## config.mk

```make
export PLATFORM = sky130hd
export DESIGN_NAME = revision_ocwarn_phase_offset_regs
export DESIGN_NICKNAME = d
export VERILOG_FILES = /design/src/common/vr_regs_pkg.sv /design/src/verilog/revision_ocwarn_phase_offset_regs.sv
export SDC_FILE = /design/constraint.sdc
export NUM_CORES = 1
export LEC_CHECK = 0
export ABC_CLOCK_PERIOD_IN_PS = 1810
export BUFFER_PORTS_ARGS = -buffer_cell sky130_fd_sc_hd__buf_2
export CAP_MARGIN = 10
export CORE_MARGIN = 2
export CORE_UTILIZATION = 40
export DETAILED_ROUTE_END_ITERATION = 7
export RECOVER_POWER = 100
export SETUP_SLACK_MARGIN = 0.05
export SLEW_MARGIN = 20
export SYNTH_ARGS = -nofsm -noshare
export SYNTH_HDL_FRONTEND = slang
export SYNTH_SLANG_ARGS = --single-unit
```

## constraint.sdc

```tcl
create_clock -name clk -period 1.81 [get_ports clk]
set_input_delay 0.2715 -clock clk [delete_from_list [all_inputs] [get_ports clk]]
set_output_delay 0.2715 -clock clk [all_outputs]
set_load 0.03 [all_outputs]
```

## src/common/vr_regs_pkg.sv

```systemverilog
package vr_regs_pkg;

    // ****************************************************************
    // command codes
    // ****************************************************************
    localparam logic [7:0] CMD_CONFIGURATION_REVISION = 8'h47;
    localparam logic [7:0] CMD_OC_WARN_THRESHOLD      = 8'h4A;
    localparam logic [7:0] CMD_PHASE_OFFSETS_TWO_FOUR = 8'h4C;
    localparam logic [7:0] CMD_PHASE_OFFSETS_FIVE_SIX = 8'h4D;

    // ****************************************************************
    // field layout and masks
    // ****************************************************************
    localparam int          APP_REV_MSB     = 15;
    localparam int          APP_REV_LSB     = 12;
    localparam int          SIL_REV_MSB     = 11;
    localparam int          SIL_REV_LSB     = 8;
    localparam int          FW_REV_MSB      = 7;
    localparam int          FW_REV_LSB      = 0;
    localparam int          OFFSET_W        = 5;
    localparam int          THRESHOLD_W     = 10;
    localparam int          IOUT_W          = 12;
    localparam logic [15:0] THRESHOLD_MASK  = 16'h03FF;
    localparam logic [15:0] OFFSETS1_MASK   = 16'h7FFF;
    localparam logic [15:0] OFFSETS2_MASK   = 16'h03FF;
    localparam logic [15:0] ZERO_WORD       = 16'h0000;
    localparam int          PHASE_TWO_LSB   = 0;
    localparam int          PHASE_THREE_LSB = 5;
    localparam int          PHASE_FOUR_LSB  = 10;
    localparam int          PHASE_FIVE_LSB  = 0;
    localparam int          PHASE_SIX_LSB   = 5;

    // ****************************************************************
    // revision codes (values arbitrary)
    // ****************************************************************
    localparam logic [3:0]  APP_REV_ENGINEERING = 4'hA;
    localparam logic [3:0]  APP_REV_PRODUCTION  = 4'h5;
    localparam logic [3:0]  SILICON_REV_INDEX   = 4'h1;
    localparam logic [7:0]  FIRMWARE_REV_RESET  = 8'h01;

    // ****************************************************************
    // reset values
    // ****************************************************************
    localparam logic [15:0] THRESHOLD_RESET = 16'h0000;
    localparam logic [15:0] OFFSETS1_RESET  = 16'h0000;
    localparam logic [15:0] OFFSETS2_RESET  = 16'h0000;

    // ****************************************************************
    // carriers
    // ****************************************************************
    typedef struct packed {
        logic [7:0]  code;
        logic        wr_en;
        logic        rd_en;
        logic [15:0] wr_data;
    } reg_cmd_t;

    typedef struct packed {
        logic signed [OFFSET_W-1:0] phase_six;
        logic signed [OFFSET_W-1:0] phase_five;
        logic signed [OFFSET_W-1:0] phase_four;
        logic signed [OFFSET_W-1:0] phase_three;
        logic signed [OFFSET_W-1:0] phase_two;
    } phase_offsets_t;

    typedef struct packed {
        logic              valid;
        logic [IOUT_W-1:0] amps;
    } iout_sample_t;

endpackage

```

## src/verilog/revision_ocwarn_phase_offset_regs.sv

```systemverilog
`timescale 1ns/1ps
module revision_ocwarn_phase_offset_regs
#(
    parameter logic [3:0] APP_REV_RESET = vr_regs_pkg::APP_REV_ENGINEERING
)
(
    input  wire logic                       clk,
    input  wire logic                       resetn,
    input  wire vr_regs_pkg::reg_cmd_t      cmd,
    output      logic [15:0]                rd_data,
    input  wire vr_regs_pkg::iout_sample_t  iout,
    input  wire logic                       total_current_lsb_select,
    output      logic                       oc_warn,
    output      logic                       oc_warn_set,
    output      vr_regs_pkg::phase_offsets_t balance_offsets
);
    import vr_regs_pkg::*;

    // ****************************************************************
    // register state
    // ****************************************************************
    logic [15:0] configuration_revision;
    logic [15:0] output_overcurrent_warning_threshold;
    logic [15:0] phase_offsets_two_to_four;
    logic [15:0] phase_offsets_five_six;
    logic [15:0] next_configuration_revision;
    logic [15:0] next_output_overcurrent_warning_threshold;
    logic [15:0] next_phase_offsets_two_to_four;
    logic [15:0] next_phase_offsets_five_six;
    logic [15:0] next_rd_data;
    logic        next_oc_warn;
    logic        next_oc_warn_set;
    logic [IOUT_W-1:0] limit_amps;
    logic [15:0] wr_word;

    // ****************************************************************
    // helpers
    // ****************************************************************
    function automatic logic [15:0] write_masked(input logic [15:0] d,
                                                 input logic [15:0] m);
        write_masked = d & m;
    endfunction

    // writable bits of each mapped word; unmapped words have none
    function automatic logic [15:0] code_mask(input logic [7:0] code);
        case (code)
            CMD_CONFIGURATION_REVISION:
                code_mask = ~ZERO_WORD;
            CMD_OC_WARN_THRESHOLD:
                code_mask = THRESHOLD_MASK;
            CMD_PHASE_OFFSETS_TWO_FOUR:
                code_mask = OFFSETS1_MASK;
            CMD_PHASE_OFFSETS_FIVE_SIX:
                code_mask = OFFSETS2_MASK;
            default:
                code_mask = ZERO_WORD;
        endcase
    endfunction

    function automatic logic signed [OFFSET_W-1:0] field5(
        input logic [15:0] r, input int lsb);
        field5 = OFFSET_W'(r >> lsb);
    endfunction

    // warning limit in amperes; coarse mode doubles the threshold
    function automatic logic [IOUT_W-1:0] limit_of(
        input logic [15:0] thr, input logic coarse);
        limit_of = IOUT_W'(thr[THRESHOLD_W-1:0]);
        if (coarse)
            limit_of = IOUT_W'({thr[THRESHOLD_W-1:0], 1'b0});
    endfunction

    // ****************************************************************
    // register writes
    // ****************************************************************
    always_comb
    begin
        wr_word = write_masked(cmd.wr_data, code_mask(cmd.code));
        next_configuration_revision = configuration_revision;
        next_output_overcurrent_warning_threshold =
            output_overcurrent_warning_threshold;
        next_phase_offsets_two_to_four = phase_offsets_two_to_four;
        next_phase_offsets_five_six    = phase_offsets_five_six;
        if (cmd.wr_en)
        begin
            case (cmd.code)
                CMD_CONFIGURATION_REVISION:
                    next_configuration_revision = wr_word;
                CMD_OC_WARN_THRESHOLD:
                    next_output_overcurrent_warning_threshold = wr_word;
                CMD_PHASE_OFFSETS_TWO_FOUR:
                    next_phase_offsets_two_to_four = wr_word;
                CMD_PHASE_OFFSETS_FIVE_SIX:
                    next_phase_offsets_five_six = wr_word;
                default:
                    next_configuration_revision = configuration_revision;
            endcase
        end
    end

    always_ff @(posedge clk or negedge resetn)
    begin
        if (!resetn)
        begin
            configuration_revision <= {APP_REV_RESET, SILICON_REV_INDEX,
                                       FIRMWARE_REV_RESET};
            output_overcurrent_warning_threshold <= THRESHOLD_RESET;
            phase_offsets_two_to_four <= OFFSETS1_RESET;
            phase_offsets_five_six    <= OFFSETS2_RESET;
        end
        else
        begin
            configuration_revision <= next_configuration_revision;
            output_overcurrent_warning_threshold <=
                next_output_overcurrent_warning_threshold;
            phase_offsets_two_to_four <= next_phase_offsets_two_to_four;
            phase_offsets_five_six    <= next_phase_offsets_five_six;
        end
    end

    // ****************************************************************
    // read back
    // ****************************************************************
    // a read in the cycle of a write returns the old word
    always_comb
    begin
        next_rd_data = rd_data;
        if (cmd.rd_en)
        begin
            case (cmd.code)
                CMD_CONFIGURATION_REVISION:
                    next_rd_data = configuration_revision;
                CMD_OC_WARN_THRESHOLD:
                    next_rd_data = output_overcurrent_warning_threshold;
                CMD_PHASE_OFFSETS_TWO_FOUR:
                    next_rd_data = phase_offsets_two_to_four;
                CMD_PHASE_OFFSETS_FIVE_SIX:
                    next_rd_data = phase_offsets_five_six;
                default:
                    next_rd_data = ZERO_WORD;
            endcase
            // reserved bits forced low on the way out as well
            next_rd_data = write_masked(next_rd_data,
                                        code_mask(cmd.code));
        end
    end

    always_ff @(posedge clk or negedge resetn)
    begin
        if (!resetn)
            rd_data <= ZERO_WORD;
        else
            rd_data <= next_rd_data;
    end

    // ****************************************************************
    // over-current warning compare
    // ****************************************************************
    always_comb
    begin
        limit_amps = limit_of(output_overcurrent_warning_threshold,
                              total_current_lsb_select);
        next_oc_warn     = oc_warn;
        next_oc_warn_set = 1'b0;
        if (iout.valid)
        begin
            next_oc_warn     = iout.amps > limit_amps;
            next_oc_warn_set = iout.amps > limit_amps;
        end
    end

    always_ff @(posedge clk or negedge resetn)
    begin
        if (!resetn)
        begin
            oc_warn     <= 1'b0;
            oc_warn_set <= 1'b0;
        end
        else
        begin
            oc_warn     <= next_oc_warn;
            oc_warn_set <= next_oc_warn_set;
        end
    end

    // ****************************************************************
    // balance loop offsets
    // ****************************************************************
    always_comb
    begin
        balance_offsets.phase_four  =
            field5(phase_offsets_two_to_four, PHASE_FOUR_LSB);
        balance_offsets.phase_three =
            field5(phase_offsets_two_to_four, PHASE_THREE_LSB);
        balance_offsets.phase_two   =
            field5(phase_offsets_two_to_four, PHASE_TWO_LSB);
        balance_offsets.phase_six   =
            field5(phase_offsets_five_six, PHASE_SIX_LSB);
        balance_offsets.phase_five  =
            field5(phase_offsets_five_six, PHASE_FIVE_LSB);
    end

endmodule

```

==> flow_summary.yaml, run 1 <==
worst_setup_path:
  crit_family: "compound AO/OA/AOI/OAI gates"
  cp_data_arrival_time_ns: 1.95
  critPathKind: "reg2reg"
  cp-end-kind: "flop"
  cp.depth: 6
  cp_max_fo: 4
  crit_top_cell: "a21o_1"
  reg2regPathDepth: 6
  max_stage_delay_ns: 0.45
  r2r_end: "oc_warn$_DFFE_PN0P_"
  path_cells: "mux2i_1, ha_1, a21o_1, a211oi_2, a311oi_2, a21o_1"
  cp_num_buf_inv: 0
  crit_required_ns: 2.06
  cp_slowest_cell: "dfrtp_2"
  r2r_start: "output_overcurrent_warning_threshold[9]$_DFFE_PN0P_"
  reg2reg_slack_ns: 0.11
  start_kind: "flop"
yosys:
  netlist_area_sq_mm: 0.003877
  syn_inst: 309
  yosysTopAreaCell: "dfrtp_1"
  synth_seq_area_share_pct: 51.11
  synthArstFlopShare_pct: 100.0
  synth_edf_count: 0
  netlist_top_cells_count: "75 x dfrtp_1, 31 x mux2_2, 30 x a22oi_1"
  ys_ff_latch: 79
  synth_flop_cell: "dfrtp_1"
  yosysUniqueCellTypes: 40
  syn-num-nets: 362
  yosysTopAreaCellShare_pct: 48.40
  yosysMostFrequentCell: "dfrtp_1"
  synth_warnings: 0
  synth_area_leaders: "dfrtp_1 48%, mux2_2 9.0%, a22oi_1 5.8%"
  avgSynthCellArea_sq_um: 12.55
clocking:
  cts_made_buffers: 9
  cts_root_buf: "clkbuf_8"
  h-tree-depth: 3
  insertion_delay_ns: 0.35
  cts_tree: "done"
  clockBufferDepth: 2
  path_clk_slew_ns: 0.09
  clock_sinks: 79
route:
  remaining_drc_errors: 0
  highest_layer: "met4"
  route.met3.wl_um: 519
  dr_wl_met2_um: 4109
  dr.pass1.iters: 4
  drtIter0Drc: 154
  wirelength_um: 9176
  dr_total_vias: 2817
  post_drt_wl_per_cell_um: 17.68
  drt-met1-wl_um: 4391
  routed_via_density: 5.428
  ant_nets: 0
floorplan:
  num_io_pins: 85
  die_x_um: 102.5
  core_region_area_sq_mm: 0.009328
  die-area_sq_mm: 0.01050
  die_h_um: 102.5
  rows: 35
  initial_utilization_pct: 41.57
placement:
  dpl.cell_count: 499
  gp_congestion: 0.7740
  dp.final_hpwl_um: 6492
  placed_area_sq_mm: 0.004390
  port_buffers: 84
cells_and_area:
  n_fill_cell: 876
  layout-drive-gt1-share_pct: 41.79
  utilization_pct: 49.26
  final_cells: 519
  syn2layout_area_growth_pct: 18.49
  finalInstanceArea_sq_mm: 0.004594
  nets: 438
  diodes: 0
sta:
  min_period_over_period_pct: 94.02
  skew_ns: 0.01152
  relSlewSlack_pct: 57.72
  finalCriticalPeriod_ns: 1.702
  grt_setup_unrepaired: "true"
  fmax_mhz: 587.7
  hold-worst-slack_ns: 0.1418
  slew_violations: 0
  hold_violations: 0
  tightest_slew_ns: 0.6342
  setup_viol: 0
global_route:
  grt_pass1_vias: 2860
  grt_antenna_before_repair: 0
  grt_pass1_wl_um: 14560
  grt_usage_pct: 18.51
  grt_max_degree: 30
  grt_overflow_total: 0
power:
  pwr-share-comb_pct: 13.1
  p_leak_uw: 0.002226
  p_int_uw: 2564
  swShare_pct: 28.81
  power_density_mw_per_mm2: 783.9
  switching_power_uw: 1038
  peakVddDrop_v: 0.0002811
  power_uw: 3602
  clock_power_share_pct: 34.4
  power_frac_seq_pct: 52.5
hold_path:
  hp-class: "in2reg"
  hold_path_depth: 2
  min-delay-start: "cmd[12]"
  min_to: "configuration_revision[12]$_DFFE_PN0P_"
run_status:
  outcome: "complete, no violations"
run:
  maxCapViolCount: 0
[cell families (layout without fill, tap and decap cells)]
group | count (synthesis) | in the layout | share of synthesized area (%)
adder cells (fa/ha/maj) | 11 | 11 | 3.549
multiplexers | 50 | 50 | 14.23
AND/OR/NAND/NOR | 37 | 37 | 7.099
flip-flops | 79 | 79 | 51.11
buffers and inverters | 50 | 131 | 7.583
AO/OA/AOI/OAI | 82 | 82 | 16.42
[state kept, by name, summed over array words and instances (netlist names)]
signal / flops
configuration_revision: 16
rd_data: 16
output_overcurrent_warning_threshold: 15
phase_offsets_five_six: 15
phase_offsets_two_to_four: 15
oc_warn: 1
oc_warn_set: 1
[how the worst max path moves through the flow]
stage / start / to / slack [ns]
after CTS: output_overcurrent_warning_threshold[0]$_DFFE_PN0P_ / oc_warn$_DFFE_PN0P_ / 0.05
after global routing: output_overcurrent_warning_threshold[5]$_DFFE_PN0P_ / oc_warn$_DFFE_PN0P_ / -0.01
after global placement: total_current_lsb_select / oc_warn$_DFFE_PN0P_ / -0.05
after floorplan: cmd[23] / configuration_revision[10]$_DFFE_PN0P_ / 0.01
after detailed placement: total_current_lsb_select / oc_warn$_DFFE_PN0P_ / -0.11
final: output_overcurrent_warning_threshold[9]$_DFFE_PN0P_ / oc_warn$_DFFE_PN0P_ / 0.11
[layer usage]
layer	track usage [%]	vias up
li1	-	1289
met1	25.64	1407
met2	28.41	104
met3	4.788	17
met4	6.051	0
met5	0	-
[stage by stage]
| stage | setup slack, ns | TNS, ns |
|---|---|---|
| floorplan | 0.01249 | 0 |
| CTS | 0.05088 | 0 |
| global placement | -0.05269 | -0.05269 |
| global route | -0.01006 | -0.01006 |
| finish | 0.1083 | 0 |
| detailed placement | -0.1144 | -0.2030 |
[layout by cell type (no fill, tap or decap), drive strengths merged, types with 3 or more instances in the layout]
cell type,n
a22o,10
a22oi,30
and2,5
buf,98
clkbuf,18
clkinv,3
dfrtp,75
dfstp,4
ha,11
inv,10
mux2,41
mux2i,9
nand2,3
nand4,4
nor2b,14
nor3,3
o21a,10
o221ai,10
o22a,5
o22ai,5
[power groups by stage]
| stage | registers, uW | logic [uW] | clock network, uW |
|---|---|---|---|
| floorplan | 1950 | 268 | 0 |
| global placement | 1930 | 465 | 0 |
| detailed placement | 1930 | 474 | 0 |
| CTS | 1890 | 476 | 1260 |
| global route | 1900 | 521 | 1330 |
| finish | 1890 | 473 | 1240 |
[cell type report]
class,instances,area (sq um),area share (%)
Multi-Input combinational cell,180,1618,35.21
Inverter,8,30.03,0.6536
Clock inverter,6,43.79,0.9532
Clock buffer,10,137.6,2.996
Tap cell,129,161.4,3.513
Timing Repair Buffer,107,619.3,13.48
Sequential cell,79,1984,43.19
[timing repair]
action	CTS	global route
hold buffers	1	0
endpoints found under the setup margin	0	2
buffers inserted	0	3
endpoints found under the hold margin	22	0
resized for setup	0	5
Power figures use the tool's default switching activity.
==> run 2: changes to the inputs <==
--- a/config.mk
+++ b/config.mk
@@ -9,7 +9,7 @@
 export BUFFER_PORTS_ARGS = -buffer_cell sky130_fd_sc_hd__buf_2
 export CAP_MARGIN = 10
 export CORE_MARGIN = 2
-export CORE_UTILIZATION = 40
+export CORE_UTILIZATION = 35
 export DETAILED_ROUTE_END_ITERATION = 7
 export RECOVER_POWER = 100
 export SETUP_SLACK_MARGIN = 0.05
==> run 2 against run 1 <==
Sequential share of layout area up 0.075 points; via count down 0.67%; sequential power about the same; critical path depth unchanged; worst setup slack worse by 0.031 ns.
==> flow_summary.yaml, run 2 (same netlist as run 1, synthesis figures left out) <==
run_status:
  outcome: "complete, no violations"
floorplan:
  die_x_um: 109.3
  die-area_sq_mm: 0.01194
  num_io_pins: 85
  core_region_area_sq_mm: 0.01084
  rows: 38
  die_h_um: 109.3
  initial_utilization_pct: 35.77
placement:
  dp.final_hpwl_um: 7166
  gp_congestion: 0.7927
  dp_slack_ns: -0.09520
  placed_area_sq_mm: 0.004462
  port_buffers: 84
route:
  post_drt_wl_per_cell_um: 18.14
  dr.pass1.iters: 5
  drtIter0Drc: 141
  ant_nets: 0
  routed_via_density: 5.172
  wirelength_um: 9814
  remaining_drc_errors: 0
  dr_total_vias: 2798
worst_setup_path:
  critPathKind: "reg2reg"
  crit_required_ns: 2.06
  cp_max_fo: 3
  r2r_end: "oc_warn$_DFFE_PN0P_"
  path_cells: "mux2i_1, ha_1, a21o_1, a211oi_1, a311oi_2, a21o_1"
  max_stage_delay_ns: 0.43
  reg2regPathDepth: 6
  start_kind: "flop"
  cp_slowest_cell: "dfrtp_1"
  cp-end-kind: "flop"
  r2r_start: "output_overcurrent_warning_threshold[9]$_DFFE_PN0P_"
  reg2reg_slack_ns: 0.08
  cp_data_arrival_time_ns: 1.98
  crit_top_cell: "a21o_1"
sta:
  slew_violations: 0
  finalSetupTns_ns: 0
  fmax_mhz: 577.3
  worst_slack_ns: 0.07767
  grt_setup_unrepaired: "true"
  finalCriticalPeriod_ns: 1.732
  min_period_over_period_pct: 95.71
  relSlewSlack_pct: 44.53
  setup_viol: 0
  tightest_slew_ns: 0.8320
  hold-worst-slack_ns: 0.1547
  hold_violations: 0
  skew_ns: 0.01198
power:
  power_density_mw_per_mm2: 794.1
  power_uw: 3638
  p_leak_uw: 0.002099
  peakVddDrop_v: 0.0003811
clocking:
  path_clk_slew_ns: 0.09
  clock_sinks: 79
  cts_root_buf: "clkbuf_8"
  h-tree-depth: 3
  clockBufferDepth: 2
  cts_made_buffers: 9
  insertion_delay_ns: 0.35
  cts_tree: "done"
global_route:
  grt_pass1_vias: 2896
  grt_usage_pct: 17.23
  grt_antenna_before_repair: 0
  grt_pass1_wl_um: 15320
  grt_max_degree: 35
  grt_overflow_total: 0
hold_path:
  hp-class: "in2reg"
  min-delay-start: "cmd[13]"
  hold_path_depth: 2
  min_to: "configuration_revision[13]$_DFFE_PN1P_"
cells_and_area:
  final_cell_mix: "75 x dfrtp_1, 49 x clkbuf_1, 39 x buf_2"
  nets: 450
  syn2layout_area_growth_pct: 18.13
  largest_registers: "configuration_revision (16), rd_data (16)"
  final_common_cell: "dfrtp_1"
  n_fill_cell: 1069
  finalInstanceArea_sq_mm: 0.004581
  layout-drive-gt1-share_pct: 30.92
  diodes: 0
run:
  maxCapViolCount: 0
run 2: power breakdown:
group	leakage [uW]	internal, uW	switching (uW)	total (uW)
registers	0.00106	1840	55.3	1900
logic	0.000939	181	293	474
clock network	0.0000988	627	642	1270
total	0.00210	2650	990	3640
run 2: cell type report:
class | count | area, sq um | share of cell area [%]
clock inverters | 6 | 62.56 | 1.366
repair buffers | 119 | 621.8 | 13.58
clock buffers | 9 | 123.9 | 2.704
multi-input cells | 180 | 1585 | 34.61
well taps | 140 | 175.2 | 3.824
inverters | 8 | 30.03 | 0.6556
flip-flops and latches | 79 | 1982 | 43.27
run 2: worst max-delay path, delay by kind of cell, from the launching register on:
family                     cells  cell delay [ns]
AOI/OAI and AO/OA              4             0.79
DFF                            1             0.43
adders and majority gates      1             0.26
muxes                          1             0.15
run 2: metal layers:
layer	wire, um	part of all wire, %	vias up	GRT usage (%)
met5	0	0	-	0
met4	86	0.88	0	4.069
met3	614	6.3	8	4.005
met2	4489	46	81	27.15
met1	4623	47	1395	24.14
li1	-	-	1314	-
run 2: metrics by stage:
stage | instances | util (%)
finish | 541 | 42.26
global placement | 521 | 41.16
floorplan | 309 | -
detailed placement | 521 | 41.16
global route | 541 | 42.26
CTS | 539 | 43.11
run 2: repair_timing:
item	in CTS	in global routing
endpoints found under the hold margin	29	0
hold buffers	1	0
endpoints found under the setup margin	1	2
gates resized for setup	0	2
setup buffers	2	2
run 2: worst max path at each step:
stage	start	endpoint	slack (ns)	depth (start not counted)
2_1_floorplan	cmd[23]	configuration_revision[10]$_DFFE_PN0P_	0.01	5
6_report	output_overcurrent_warning_threshold[9]$_DFFE_PN0P_	oc_warn$_DFFE_PN0P_	0.08	6
4_1_cts	output_overcurrent_warning_threshold[0]$_DFFE_PN0P_	oc_warn$_DFFE_PN0P_	0.06	7
3_5_place_dp	total_current_lsb_select	oc_warn$_DFFE_PN0P_	-0.1	8
5_1_grt	output_overcurrent_warning_threshold[8]$_DFFE_PN0P_	oc_warn$_DFFE_PN0P_	-0.01	6
3_3_place_gp	total_current_lsb_select	oc_warn$_DFFE_PN0P_	-0.03	8
==> run 3: changes to the inputs <==
--- a/config.mk
+++ b/config.mk
@@ -5,7 +5,7 @@
 export SDC_FILE = /design/constraint.sdc
 export NUM_CORES = 1
 export LEC_CHECK = 0
-export ABC_CLOCK_PERIOD_IN_PS = 1810
+export ABC_CLOCK_PERIOD_IN_PS = 2200
 export BUFFER_PORTS_ARGS = -buffer_cell sky130_fd_sc_hd__buf_2
 export CAP_MARGIN = 10
 export CORE_MARGIN = 2
==> constraint.sdc (replaced) <==
create_clock -name clk -period 2.2 [get_ports clk]
set_input_delay 0.33 -clock clk [delete_from_list [all_inputs] [get_ports clk]]
set_output_delay 0.33 -clock clk [all_outputs]
set_load 0.03 [all_outputs]
==> run 3 against run 2 <==
Register-to-register slack improved by 0.33 ns; first-iteration DRC count fell by 12%; clock power about the same; routed wire length decreased by 0.61%; worst hold slack better by 0.053 ns; critical path type is now in2reg.
==> flow_summary.yaml, run 3 (same netlist as run 1, synthesis figures left out) <==
floorplan:
  num_io_pins: 85
  core_region_area_sq_mm: 0.01084
  rows: 38
  initial_utilization_pct: 35.77
  die-area_sq_mm: 0.01194
  die_x_um: 109.3
  die_h_um: 109.3
cells_and_area:
  multi_input_area_sq_mm: 0.001578
  syn2layout_area_growth_pct: 16.49
  final_common_cell: "dfrtp_1"
  nets: 435
  layout-drive-gt1-share_pct: 27.13
  n_fill_cell: 1087
  final_cell_mix: "75 x dfrtp_1, 50 x clkbuf_1, 39 x buf_2"
  diodes: 0
  largest_registers: "configuration_revision (16), rd_data (16)"
  regArea_sq_mm: 0.001982
sta:
  fmax_mhz: 514.4
  skew_ns: 0.007779
  min_period_over_period_pct: 88.36
  finalSetupTns_ns: 0
  tightest_slew_ns: 0.8949
  finalCriticalPeriod_ns: 1.944
  grt_setup_unrepaired: "false"
  hold_violations: 0
  relSlewSlack_pct: 40.34
  setup_viol: 0
  slew_violations: 0
worst_setup_path:
  r2r_start: "output_overcurrent_warning_threshold[0]$_DFFE_PN0P_"
  start_kind: "input port"
  path_cells: "clkbuf_1, nor4b_4, nand3_1, nor3_4, clkbuf_1, mux2_1"
  cp_max_fo: 9
  max_stage_delay_ns: 0.52
  critPathLaunch: "cmd[23]"
  crit_required_ns: 2.43
  cp_data_arrival_time_ns: 2.17
  critPathKind: "in2reg"
  cp-end-kind: "flop"
  crit_top_cell: "clkbuf_1"
  cp_slowest_cell: "clkbuf_1"
hold_path:
  min-delay-start: "cmd[10]"
  hp-class: "in2reg"
clocking:
  path_clk_slew_ns: 0.09
  cts_tree: "done"
  cts_made_buffers: 9
  h-tree-depth: 3
  cts_root_buf: "clkbuf_8"
  clockBufferDepth: 2
  clock_sinks: 79
  ctsResizeCount: 0
  insertion_delay_ns: 0.35
route:
  remaining_drc_errors: 0
  wirelength_um: 9754
  dr_total_vias: 2791
  ant_nets: 0
  drtIter0Drc: 124
  dr.pass1.iters: 5
  post_drt_wl_per_cell_um: 18.51
  routed_via_density: 5.296
placement:
  dp.final_hpwl_um: 7045
  port_buffers: 84
  gp_congestion: 0.7590
global_route:
  grt_pass1_wl_um: 15630
  grt_usage_pct: 17.54
  grt_antenna_before_repair: 0
  grt_pass1_vias: 2902
  grt_max_degree: 47
  grt_overflow_total: 0
power:
  p_leak_uw: 0.002044
  power_uw: 3235
  power_density_mw_per_mm2: 716.2
  peakVddDrop_v: 0.0003820
run_status:
  outcome: "complete, no violations"
run:
  maxCapViolCount: 0
[run 3: final cells by class]
type | count | area share [%]
clock inverter | 7 | 2.659
inverter | 8 | 0.6648
multi-input combinational | 180 | 34.93
timing repair buffer | 104 | 11.25
clock buffer | 9 | 2.742
sequential | 79 | 43.88
tap | 140 | 3.878
[run 3: timing repair]
item / CTS / global route
buffers inserted: 0 / 0
endpoints found under the hold margin: 31 / 0
hold buffers: 1 / 0
[run 3: path summary, 6_finish.rpt]
path / end / slack [ns] / depth (start not counted)
worst max register to register: oc_warn$_DFFE_PN0P_ / 0.41 / 7
min in group asynchronous: oc_warn_set$_DFF_PN0_ / 0.64 / 2
worst max-delay path: configuration_revision[14]$_DFFE_PN0P_ / 0.26 / 6
max in group asynchronous: configuration_revision[13]$_DFFE_PN1P_ / 0.76 / 3
worst min register to register: rd_data[1]$_DFFE_PN0P_ / 0.48 / 1
worst min-delay path: configuration_revision[10]$_DFFE_PN0P_ / 0.21 / 2
[run 3: metrics by stage]
step,instance area [sq um],worst slack [ns],util (%),cells,hold slack (ns)
3_3_place_gp,4367,0.2445,40.28,510,0.3093
4_1_cts,4621,0.4175,42.62,527,0.1873
3_5_place_dp,4367,0.1874,40.28,510,0.3129
2_1_floorplan,3877,0.1530,-,309,0.03441
6_report,4517,0.2561,41.67,527,0.2078
5_1_grt,4517,0.1561,41.67,527,0.1879
[run 3: where the power goes]
part	leakage, uW	internal [uW]	switching, uW
combinational	0.000862	137	237
clock	0.000120	757	543
sequential	0.00106	1510	47.6
total	0.00204	2410	828
[run 3: per-layer routing]
metal	vias to the layer above	routed length, um	GRT usage, %	share of wire, %
met5	-	0	0	0
met4	0	124	4.069	1.3
met3	11	725	6.157	7.4
met2	104	4382	26.62	45
met1	1391	4520	24.11	46
li1	1285	-	-	-
[run 3: worst max-delay path: cells and delay by family]
family,cells,cell delay [ns]
muxes,1,0.38
and+or+nand+nor,3,0.81
buffers and inverters,2,0.65
